==> src/include/mpu_pkg.sv <==
// Constants and types for the memory pointer unit
package mpu_pkg;

  // ==========================================================
  // Address map of the memories
  localparam logic [15:0] IP_RESET = 16'h8000;
  localparam logic [15:0] USER_START = 16'h0000;
  localparam logic [15:0] USER_TOP = 16'h7FFF;
  localparam logic [15:0] SRAM_WORD_TOP = 16'h03FF;
  localparam logic [15:0] SRAM_BYTE_TOP = 16'h07FF;
  localparam logic [15:0] SP_RESET = 16'h03F0;
  localparam logic [15:0] PTR_RESET = 16'h0000;
  localparam logic [15:0] STEP_ONE = 16'h0001;

  // ==========================================================
  // Control register fields and reset values
  localparam int CTRL_WORD_BIT = 0;
  localparam int CTRL_CDA0_BIT = 1;
  localparam int CTRL_CDA1_BIT = 2;
  localparam int CTRL_SPE_BIT = 3;
  localparam int CTRL_IPS_LSB = 4;
  localparam logic WORD_MODE_RESET = 1'b1;
  localparam logic CDA0_RESET = 1'b0;
  localparam logic SPE_RESET = 1'b0;
  localparam logic [1:0] IPS_RESET = 2'b00;
  localparam logic [1:0] IPS_ACTIVE = 2'b11;

  // ==========================================================
  // Timing
  localparam logic [1:0] CP_READ_CYCLES = 2'h2;

  // ==========================================================
  // Register byte offsets
  localparam logic [5:0] OFS_FETCH = 6'h00;
  localparam logic [5:0] OFS_DP0 = 6'h04;
  localparam logic [5:0] OFS_DP1 = 6'h08;
  localparam logic [5:0] OFS_BASE = 6'h0C;
  localparam logic [5:0] OFS_OFFSET = 6'h10;
  localparam logic [5:0] OFS_CODE = 6'h14;
  localparam logic [5:0] OFS_STACK = 6'h18;
  localparam logic [5:0] OFS_CTRL = 6'h1C;
  localparam logic [5:0] OFS_FRAME = 6'h20;
  localparam logic [5:0] OFS_STATUS = 6'h24;

  // ==========================================================
  // Operation codes from the execution logic
  typedef enum logic [3:0] {
    OP_NOP = 4'b0000,
    OP_FETCH = 4'b0001,
    OP_JUMP = 4'b0010,
    OP_LOAD = 4'b0011,
    OP_STORE = 4'b0100,
    OP_CODE_READ = 4'b0101,
    OP_PUSH = 4'b0110,
    OP_POP = 4'b0111,
    OP_POP_INT = 4'b1000
  } mpu_op_t;

  typedef enum logic [1:0] {
    PTR_DP0 = 2'b00,
    PTR_DP1 = 2'b01,
    PTR_FRAME = 2'b10
  } mpu_ptr_t;

  typedef enum logic [1:0] {
    STEP_NONE = 2'b00,
    STEP_INC = 2'b01,
    STEP_DEC = 2'b10
  } mpu_step_t;

  typedef enum logic [0:0] {
    ST_IDLE = 1'b0,
    ST_CODE_WAIT = 1'b1
  } mpu_state_t;

endpackage

==> src/verilog/mpu_core.sv <==
// Memory pointer unit: fetch address, data pointers, frame, code pointer, stack
`timescale 1ns/1ps
// ==========================================================
// Function
// - User program space 0000h-7FFFh, fetched via fetch address
// - Fetch address resets to 8000h, ROM start
// - Fetch address advances by one per fetch
// - Written fetch address used on next fetch
// - ROM code checks flag: loader or 0000h
// - Flag resets 0; JTAG sets it during hold
// - No write path into program memory
// - Word mode SRAM spans 0000h-03FFh
// - Pointer source reads SRAM, destination writes
// - Data pointers: post-step read, pre-step write
// - Frame address is base plus offset
// - Offset steps before write, after read
// - Offset carry never touches frame base
// - Code pointer: source only, post-step
// - SRAM pointer access takes one cycle
// - Code pointer read takes two cycles
// - Stack 16 bits wide, index resets 03F0h
// - Push: decrement index, then store
// - Pop: read at index, then increment
// - Pop with state also sets service bits
// - Word and byte access, all 16 bits decoded
// - Program pages mapped by mode and page select
// - Program in data space, page select upper bit 0
module mpu_core (
  // Clock and reset
  input wire logic REF_CLK,
  input wire logic RST,
  // Avalon-MM slave
  input wire logic [5:0] AVS_ADDRESS,
  input wire logic AVS_READ,
  input wire logic AVS_WRITE,
  input wire logic [31:0] AVS_WRITEDATA,
  input wire logic [3:0] AVS_BYTEENABLE,
  output logic [31:0] AVS_READDATA,
  output logic AVS_WAITREQUEST,
  // Operation request from execution logic
  input wire logic OP_VALID,
  input wire logic [3:0] OP_CODE,
  input wire logic [1:0] OP_PTR,
  input wire logic [1:0] OP_STEP,
  input wire logic [15:0] OP_DATA,
  output logic OP_BUSY,
  output logic RES_VALID,
  output logic [15:0] RES_DATA,
  // Instruction fetch port
  output logic [15:0] FETCH_ADDR,
  output logic FETCH_STB,
  // Program memory data read port
  output logic [15:0] PM_ADDR,
  output logic PM_RE,
  input wire logic [15:0] PM_RDATA,
  // Data SRAM port
  output logic [15:0] SRAM_ADDR,
  output logic SRAM_RE,
  output logic SRAM_WE,
  output logic SRAM_BYTE,
  output logic [15:0] SRAM_WDATA,
  input wire logic [15:0] SRAM_RDATA,
  // Boot control and status
  input wire logic JTAG_SPE_REQ,
  input wire logic SYS_HOLD,
  output logic SYS_PROG_FLAG,
  output logic [1:0] INT_SERVICE
);

  // ==========================================================
  // State
  typedef struct packed {
    logic [15:0] ip;
    logic [15:0] dp0;
    logic [15:0] dp1;
    logic [15:0] bp;
    logic [15:0] frame_offset;
    logic [15:0] cp;
    logic [15:0] sp;
    logic word_mode;
    logic cda0;
    logic system_programming_flag;
    logic [1:0] interrupt_in_service_bits;
    logic jtag_s1;
    logic jtag_s2;
    logic hold_s1;
    logic hold_s2;
    mpu_pkg::mpu_state_t state;
    logic [1:0] cnt;
    logic busy;
    logic [15:0] fetch_addr;
    logic fetch_stb;
    logic [15:0] pm_addr;
    logic pm_re;
    logic pm_byte;
    logic pm_lane;
    logic [15:0] sram_addr;
    logic sram_re;
    logic sram_we;
    logic sram_byte;
    logic [15:0] sram_wdata;
    logic zero_pend;
    logic res_valid;
    logic [15:0] res_data;
    logic avs_wait;
    logic [31:0] avs_rdata;
  } mpu_st_t;

  mpu_st_t q;
  mpu_st_t d;

  // ==========================================================
  // Helpers
  function automatic logic [15:0] step_val(input logic [15:0] v, input logic [1:0] s);
    logic [15:0] r;
    r = v;
    if (s == mpu_pkg::STEP_INC) begin
      r = v + mpu_pkg::STEP_ONE;
    end else if (s == mpu_pkg::STEP_DEC) begin
      r = v - mpu_pkg::STEP_ONE;
    end
    return r;
  endfunction

  function automatic logic [15:0] merge16(input logic [15:0] old, input logic [31:0] wd, input logic [3:0] be);
    logic [15:0] r;
    r = old;
    if (be[0]) begin
      r[7:0] = wd[7:0];
    end
    if (be[1]) begin
      r[15:8] = wd[15:8];
    end
    return r;
  endfunction

  function automatic logic sram_hit(input logic [15:0] a, input logic wm);
    logic r;
    r = wm ? (a <= mpu_pkg::SRAM_WORD_TOP) : (a <= mpu_pkg::SRAM_BYTE_TOP);
    return r;
  endfunction

  // ==========================================================
  // Next state
  logic take;
  logic [15:0] ptr_cur;
  logic [15:0] ptr_new;
  logic [15:0] acc_addr;
  logic [15:0] frame_addr;
  logic [15:0] cp_next;
  logic [15:0] sp_dec;
  logic [15:0] rd_word;
  logic [31:0] rd_mux;
  logic bus_wr;

  always_comb begin
    d = q;
    take = OP_VALID && !q.busy;
    frame_addr = q.bp + q.frame_offset;
    ptr_cur = q.dp0;
    rd_word = 16'h0000;
    rd_mux = 32'h0000_0000;
    bus_wr = 1'b0;
    case (mpu_pkg::mpu_ptr_t'(OP_PTR))
      mpu_pkg::PTR_DP0: ptr_cur = q.dp0;
      mpu_pkg::PTR_DP1: ptr_cur = q.dp1;
      mpu_pkg::PTR_FRAME: ptr_cur = q.frame_offset;
      default: ptr_cur = q.dp0;
    endcase
    ptr_new = step_val(ptr_cur, OP_STEP);
    cp_next = step_val(q.cp, OP_STEP);
    sp_dec = q.sp - mpu_pkg::STEP_ONE;
    // Load uses the old pointer, store the stepped one
    if (OP_CODE == mpu_pkg::OP_STORE) begin
      acc_addr = ptr_new;
    end else begin
      acc_addr = ptr_cur;
    end
    if (OP_PTR == mpu_pkg::PTR_FRAME) begin
      acc_addr = q.bp + acc_addr;
    end

    // Synchronisers
    d.jtag_s1 = JTAG_SPE_REQ;
    d.jtag_s2 = q.jtag_s1;
    d.hold_s1 = SYS_HOLD;
    d.hold_s2 = q.hold_s1;

    // One-cycle strobes
    d.fetch_stb = 1'b0;
    d.sram_re = 1'b0;
    d.sram_we = 1'b0;
    d.zero_pend = 1'b0;
    d.res_valid = 1'b0;

    // SRAM or out-of-range load result
    if (q.sram_re) begin
      d.res_valid = 1'b1;
      if (q.sram_byte) begin
        d.res_data = q.sram_addr[0] ? {8'h00, SRAM_RDATA[15:8]} : {8'h00, SRAM_RDATA[7:0]};
      end else begin
        d.res_data = SRAM_RDATA;
      end
    end else if (q.zero_pend) begin
      d.res_valid = 1'b1;
      d.res_data = 16'h0000;
    end

    case (q.state)
      mpu_pkg::ST_IDLE: begin
        if (take) begin
          case (mpu_pkg::mpu_op_t'(OP_CODE))
            mpu_pkg::OP_FETCH: begin
              d.fetch_addr = q.ip;
              d.fetch_stb = 1'b1;
              d.ip = q.ip + mpu_pkg::STEP_ONE;
            end
            mpu_pkg::OP_JUMP: begin
              d.ip = OP_DATA;
            end
            mpu_pkg::OP_LOAD, mpu_pkg::OP_STORE: begin
              if (sram_hit(acc_addr, q.word_mode)) begin
                d.sram_addr = acc_addr;
                d.sram_byte = !q.word_mode;
                d.sram_wdata = OP_DATA;
                d.sram_re = (OP_CODE == mpu_pkg::OP_LOAD);
                d.sram_we = (OP_CODE == mpu_pkg::OP_STORE);
              end else begin
                d.zero_pend = (OP_CODE == mpu_pkg::OP_LOAD);
              end
              case (mpu_pkg::mpu_ptr_t'(OP_PTR))
                mpu_pkg::PTR_DP0: d.dp0 = ptr_new;
                mpu_pkg::PTR_DP1: d.dp1 = ptr_new;
                mpu_pkg::PTR_FRAME: d.frame_offset = ptr_new;
                default: d.dp0 = q.dp0;
              endcase
            end
            mpu_pkg::OP_CODE_READ: begin
              // Word mode sees both pages, byte mode the selected page
              if (q.word_mode) begin
                d.pm_addr = {1'b0, q.cp[14:0]};
                d.pm_lane = 1'b0;
              end else begin
                d.pm_addr = {1'b0, q.cda0, q.cp[14:1]};
                d.pm_lane = q.cp[0];
              end
              d.pm_byte = !q.word_mode;
              d.pm_re = 1'b1;
              d.cp = cp_next;
              d.busy = 1'b1;
              d.cnt = mpu_pkg::CP_READ_CYCLES - 2'h1;
              d.state = mpu_pkg::ST_CODE_WAIT;
            end
            mpu_pkg::OP_PUSH: begin
              d.sp = sp_dec;
              d.sram_addr = sp_dec;
              d.sram_byte = 1'b0;
              d.sram_wdata = OP_DATA;
              d.sram_we = 1'b1;
            end
            mpu_pkg::OP_POP, mpu_pkg::OP_POP_INT: begin
              d.sram_addr = q.sp;
              d.sram_byte = 1'b0;
              d.sram_re = 1'b1;
              d.sp = q.sp + mpu_pkg::STEP_ONE;
              if (OP_CODE == mpu_pkg::OP_POP_INT) begin
                d.interrupt_in_service_bits = mpu_pkg::IPS_ACTIVE;
              end
            end
            default: begin
              d.busy = 1'b0;
            end
          endcase
        end
      end
      mpu_pkg::ST_CODE_WAIT: begin
        if (q.cnt == 2'h1) begin
          d.cnt = 2'h0;
        end else begin
          // Second cycle of program memory read done
          d.pm_re = 1'b0;
          d.busy = 1'b0;
          d.state = mpu_pkg::ST_IDLE;
          d.res_valid = 1'b1;
          if (q.pm_byte) begin
            d.res_data = q.pm_lane ? {8'h00, PM_RDATA[15:8]} : {8'h00, PM_RDATA[7:0]};
          end else begin
            d.res_data = PM_RDATA;
          end
        end
      end
      default: begin
        d.state = mpu_pkg::ST_IDLE;
        d.busy = 1'b0;
        d.pm_re = 1'b0;
      end
    endcase

    // Register read mux
    case (AVS_ADDRESS)
      mpu_pkg::OFS_FETCH: rd_word = q.ip;
      mpu_pkg::OFS_DP0: rd_word = q.dp0;
      mpu_pkg::OFS_DP1: rd_word = q.dp1;
      mpu_pkg::OFS_BASE: rd_word = q.bp;
      mpu_pkg::OFS_OFFSET: rd_word = q.frame_offset;
      mpu_pkg::OFS_CODE: rd_word = q.cp;
      mpu_pkg::OFS_STACK: rd_word = q.sp;
      mpu_pkg::OFS_FRAME: rd_word = frame_addr;
      mpu_pkg::OFS_STATUS: rd_word = {14'h0000, q.busy, q.state};
      mpu_pkg::OFS_CTRL: begin
        rd_word = 16'h0000;
        rd_word[mpu_pkg::CTRL_WORD_BIT] = q.word_mode;
        rd_word[mpu_pkg::CTRL_CDA0_BIT] = q.cda0;
        rd_word[mpu_pkg::CTRL_CDA1_BIT] = 1'b0;
        rd_word[mpu_pkg::CTRL_SPE_BIT] = q.system_programming_flag;
        rd_word[mpu_pkg::CTRL_IPS_LSB +: 2] = q.interrupt_in_service_bits;
      end
      default: rd_word = 16'h0000;
    endcase
    rd_mux = {16'h0000, rd_word};

    // Avalon handshake: wait one cycle, then answer
    if (q.avs_wait) begin
      if (AVS_READ || AVS_WRITE) begin
        d.avs_wait = 1'b0;
        d.avs_rdata = AVS_READ ? rd_mux : 32'h0000_0000;
      end
    end else begin
      d.avs_wait = 1'b1;
      bus_wr = AVS_WRITE;
    end

    // Bus writes override same-cycle pointer updates
    if (bus_wr) begin
      case (AVS_ADDRESS)
        mpu_pkg::OFS_FETCH: d.ip = merge16(q.ip, AVS_WRITEDATA, AVS_BYTEENABLE);
        mpu_pkg::OFS_DP0: d.dp0 = merge16(q.dp0, AVS_WRITEDATA, AVS_BYTEENABLE);
        mpu_pkg::OFS_DP1: d.dp1 = merge16(q.dp1, AVS_WRITEDATA, AVS_BYTEENABLE);
        mpu_pkg::OFS_BASE: d.bp = merge16(q.bp, AVS_WRITEDATA, AVS_BYTEENABLE);
        mpu_pkg::OFS_OFFSET: d.frame_offset = merge16(q.frame_offset, AVS_WRITEDATA, AVS_BYTEENABLE);
        mpu_pkg::OFS_CODE: d.cp = merge16(q.cp, AVS_WRITEDATA, AVS_BYTEENABLE);
        mpu_pkg::OFS_STACK: d.sp = merge16(q.sp, AVS_WRITEDATA, AVS_BYTEENABLE);
        mpu_pkg::OFS_CTRL: begin
          if (AVS_BYTEENABLE[0]) begin
            d.word_mode = AVS_WRITEDATA[mpu_pkg::CTRL_WORD_BIT];
            d.cda0 = AVS_WRITEDATA[mpu_pkg::CTRL_CDA0_BIT];
            if (!AVS_WRITEDATA[mpu_pkg::CTRL_SPE_BIT]) begin
              d.system_programming_flag = 1'b0;
            end
            if (!AVS_WRITEDATA[mpu_pkg::CTRL_IPS_LSB]) begin
              d.interrupt_in_service_bits[0] = 1'b0;
            end
            if (!AVS_WRITEDATA[mpu_pkg::CTRL_IPS_LSB + 1]) begin
              d.interrupt_in_service_bits[1] = 1'b0;
            end
          end
        end
        default: d.ip = d.ip;
      endcase
    end

    // Set wins over software clear
    if (take && q.state == mpu_pkg::ST_IDLE && OP_CODE == mpu_pkg::OP_POP_INT) begin
      d.interrupt_in_service_bits = mpu_pkg::IPS_ACTIVE;
    end
    if (q.jtag_s2 && q.hold_s2) begin
      d.system_programming_flag = 1'b1;
    end
  end

  // ==========================================================
  // Registers
  always_ff @(posedge REF_CLK or posedge RST) begin
    if (RST) begin
      q <= '0;
      q.ip <= mpu_pkg::IP_RESET;
      q.dp0 <= mpu_pkg::PTR_RESET;
      q.dp1 <= mpu_pkg::PTR_RESET;
      q.bp <= mpu_pkg::PTR_RESET;
      q.frame_offset <= mpu_pkg::PTR_RESET;
      q.cp <= mpu_pkg::PTR_RESET;
      q.sp <= mpu_pkg::SP_RESET;
      q.word_mode <= mpu_pkg::WORD_MODE_RESET;
      q.cda0 <= mpu_pkg::CDA0_RESET;
      q.system_programming_flag <= mpu_pkg::SPE_RESET;
      q.interrupt_in_service_bits <= mpu_pkg::IPS_RESET;
      q.state <= mpu_pkg::ST_IDLE;
      q.avs_wait <= 1'b1;
    end else begin
      q <= d;
    end
  end

  // ==========================================================
  // Outputs, program port is read only
  assign AVS_READDATA = q.avs_rdata;
  assign AVS_WAITREQUEST = q.avs_wait;
  assign OP_BUSY = q.busy;
  assign RES_VALID = q.res_valid;
  assign RES_DATA = q.res_data;
  assign FETCH_ADDR = q.fetch_addr;
  assign FETCH_STB = q.fetch_stb;
  assign PM_ADDR = q.pm_addr;
  assign PM_RE = q.pm_re;
  assign SRAM_ADDR = q.sram_addr;
  assign SRAM_RE = q.sram_re;
  assign SRAM_WE = q.sram_we;
  assign SRAM_BYTE = q.sram_byte;
  assign SRAM_WDATA = q.sram_wdata;
  assign SYS_PROG_FLAG = q.system_programming_flag;
  assign INT_SERVICE = q.interrupt_in_service_bits;

endmodule
==> config.mk <==
export PLATFORM = sky130hd
export DESIGN_NAME = mpu_core
export DESIGN_NICKNAME = d
export VERILOG_FILES = /design/src/include/mpu_pkg.sv /design/src/verilog/mpu_core.sv
export SDC_FILE = /design/constraint.sdc
export NUM_CORES = 1
export LEC_CHECK = 0
export BUFFER_PORTS_ARGS = -buffer_cell sky130_fd_sc_hd__buf_4
export CORE_MARGIN = 2
export CORE_UTILIZATION = 40
export DETAILED_ROUTE_END_ITERATION = 8
export PLACE_DENSITY = 0.7
export SLEW_MARGIN = 20
export SYNTH_ARGS = -nofsm -noshare
export SYNTH_HDL_FRONTEND = slang
export SYNTH_SLANG_ARGS = --single-unit
==> constraint.sdc <==
create_clock -name REF_CLK -period 19.4 [get_ports REF_CLK]
set_input_delay 2.91 -clock REF_CLK [delete_from_list [all_inputs] [get_ports REF_CLK]]
set_output_delay 2.91 -clock REF_CLK [all_outputs]
set_load 0.1 [all_outputs]
==> summary.txt <==
Timing
  • Tightest Pin Transition: 1070 ps
  • Period Utilization, post-route: 0.451
  • Final min period: 8760 ps
  • Unrepaired setup endpoints after global routing: no
  • Final hold slack: 349 ps
  • Final setup vio count: 0
  • Fmax: 114 MHz
  • Final hold vios: 0
  • Final Max Tran Viols: 0
  • Slew Limit Headroom: 0.287
  • Final Skew: 11.5 ps
  • Setup Total Neg Slack: 0 ps

Detailed routing
  • Residual DRC: 4
  • Vias per cell: 6.23
  • DR iter-0 viols: 2062
  • Vias: 15100
  • Routed wire length: 56600 um
  • DR pass1 iterations: 9
  • Avg WL per Cell: 23.3 um
  • Detail Route Antenna Nets: 0

Pwr
  • VDD IR-drop max: 77.0 uV
  • PD cells: 128 mW/mm^2
  • Leak pwr: 8.07 nW

Synthesis
  • Syn Inst Count: 1861
  • Post-synthesis sequential area ratio: 0.357
  • Unique cell type count in the Yosys netlist: 87
  • Post-synth EDFFs: 0
  • Ys flop type: dfrtp_1
  • Synth Register Bits: 229
  • Post-Syn Area: 0.0161 mm^2
  • Post-synth ARST share: 1.00
  • Synthesis Warnings: 0
  • Syn Area/Cell: 8.63 um^2

CTS
  • TritonCTS clock tree: yes
  • CTS Root Cell: clkbuf_16
  • Setup Buffers After CTS: 0
  • Clock insertion delay at the later pin of the skew report: 560 ps
  • Clock buffer count from CTS: 28
  • Post_cts resized: 0
  • Clk buf depth: 3
  • Clock sinks: 229
  • CTS H-Tree Depth: 1
  • Clk slew on worst S/H paths: 60 ps
  • Cts-stage hold buffer count: 0

Worst hold path
  • Hold Crit Class: flop to flop

Floorplanning
  • Die X: 204 um
  • Chip height: 204 um
  • Rows: 73
  • Die Area: 0.0418 mm^2
  • Core Region: 0.0397 mm^2
  • IO Pins: 228
  • Initial Utilization: 0.404

Critical path
  • Crit path kind: input port to flop
  • CP arrival: 9200 ps
  • CP Capture Type: flop
  • Crit path max fanout: 37
  • Setup crit start kind: input port
  • Critical Path RT: 19840 ps

GRT
  • First-pass GRT wire length: 85000 um
  • GRT Overall Usage: 0.264
  • Initial antenna violation count: 2
  • Gr ovfl total: 0
  • Largest net degree at the start of global routing: 97
  • Vias in the first global route: 14200

Placed design
  • Cell Area, Placed: 0.0171 mm^2
  • DP HPWL: 41500 um
  • I/O Buffers: 192
  • Global placer's final weighted congestion: 0.951

Finish
  • Share of cells above drive strength 1: 0.197
  • Filler instances: 3841
  • Finished Cell Area: 0.0181 mm^2
  • Final Util: 0.455
  • Synth-to-Final Area Change: 12.5%
  • Final net count: 2034

Job
  • Max_cap viols: 0

Status
  • Run status: finished with violations
  • Failing checks: DRC
final timing paths:
kind / from / to / slack, ps / depth (start not counted)
worst min register to register: d[128]$_DFF_PP0_ / q[128]$_DFF_PP0_ / 350 / 0
worst max-delay path: OP_PTR[0] / SRAM_WDATA[9]$_DFFE_PP0P_ / 10640 / 24
worst min-delay path: d[128]$_DFF_PP0_ / q[128]$_DFF_PP0_ / 350 / 0
max in group asynchronous: RST / q[201]$_DFFE_PP0P_ / 15630 / 3
min in group asynchronous: RST / FETCH_STB$_DFF_PP0_ / 2450 / 2
worst max register to register: q[170]$_DFFE_PP0P_ / SRAM_WDATA[9]$_DFFE_PP0P_ / 13330 / 18
where the power goes:
part           switching, mW  internal, mW
sequential             0.176         0.596
combinational          0.720         0.265
clock                  0.216         0.345
total                   1.11          1.21
cells in the mapped netlist (7+ instances only):
library cell	count	area [um^2]
dfrtp_1	220	5510
nand2_1	187	702
o21ai_0	151	756
nor2_1	139	522
a21oi_1	132	661
buf_4	116	871
clkbuf_1	101	379
mux2_2	62	698
a22oi_1	56	420
nand3_1	54	270
mux2i_1	53	531
inv_1	44	165
nor3_1	42	210
ha_1	41	513
xnor2_1	37	324
a222oi_1	31	310
and3_1	30	188
o22ai_1	25	156
xor2_1	22	193
nand2b_1	21	131
a21o_1	18	135
a221oi_1	17	149
a31oi_1	16	100
or3_1	16	100
nand4_1	15	93.8
a211oi_1	14	105
a221o_1	14	140
o31ai_1	13	97.6
nor4_1	12	75.1
a22o_1	11	96.3
dfstp_2	9	236
a32oi_1	8	70.1
buf_2	8	40.0
o21a_1	8	60.1
o21bai_1	8	60.1
and2_1	7	43.8
or2_2	7	43.8
cell type report:
class	count	area, um^2	area share
well taps	525	657	0.0363
clock buffers	41	861	0.0476
flip-flops and latches	229	5740	0.318
inverters	46	180	0.00997
repair buffers	215	1620	0.0897
multi-input cells	1366	8880	0.491
diodes	1	2.50	0.000138
clock inverters	10	129	0.00713
sequential cells by signal, indices dropped and copies added, names as in the netlist, 2 cells and up:
signal	flops
FETCH_ADDR	16
AVS_READDATA	16
INT_SERVICE	2
RES_DATA	16
SRAM_WDATA	16
d	2
PM_ADDR	15
SRAM_ADDR	16
q	121
metrics by stage:
step / setup WS [ps] / power [mW] / cells
floorplan: 10230 / 1.57 / 1877
global placement: 10110 / 1.73 / 2380
detailed placement: 10020 / 1.75 / 2380
CTS: 10590 / 2.31 / 2431
global route: 10240 / 2.41 / 2433
finish: 10640 / 2.32 / 2433
metal layers:
layer / vias to the layer above / share of wire / track usage
li1: 6765 / - / -
met1: 7400 / 0.41 / 0.357
met2: 834 / 0.45 / 0.420
met3: 147 / 0.095 / 0.0453
met4: 0 / 0.041 / 0.104
met5: - / 0 / 0
cells by family after synthesis:
| logic type | synth area share |
|---|---|
| other | 0.000233 |
| flip-flops | 0.357 |
| adder cells (fa/ha/maj) | 0.0344 |
| XOR/XNOR | 0.0322 |
| multiplexers | 0.0815 |
| buffers and inverters | 0.0962 |
| AND/OR/NAND/NOR | 0.163 |
| AO/OA/AOI/OAI | 0.235 |
worst max-delay path, cell delays in order:
cell      delay (ps)
buf_4            110
inv_1             70
ha_1             140
buf_4            410
a22oi_1          170
a21oi_2          380
ha_1             220
nand2_1           80
or3_1            510
o32a_1           450
o21ai_0          260
nand2_1          120
ha_1             310
a21o_1           190
a211oi_1         340
o21bai_1         140
a21oi_1          170
o31ai_1          110
mux2i_1          210
nor3_1           120
o21ai_2          360
a211oi_1         100
o21ai_2          830
mux2_2           430
cell usage in the layout, fill, tap and decap left out, types with 31 or more instances in the layout:
cell and instances:
ha_1 41, dfrtp_1 220, a222oi_1 31, mux2_2 62, inv_1 43, xnor2_1 37, nand2_1 187, nor3_1 38
a22oi_1 56, nor2_1 139, mux2i_1 53, buf_4 213, a21oi_1 132, nand3_1 54, o21ai_0 151
(Power assumes the default switching activity.)
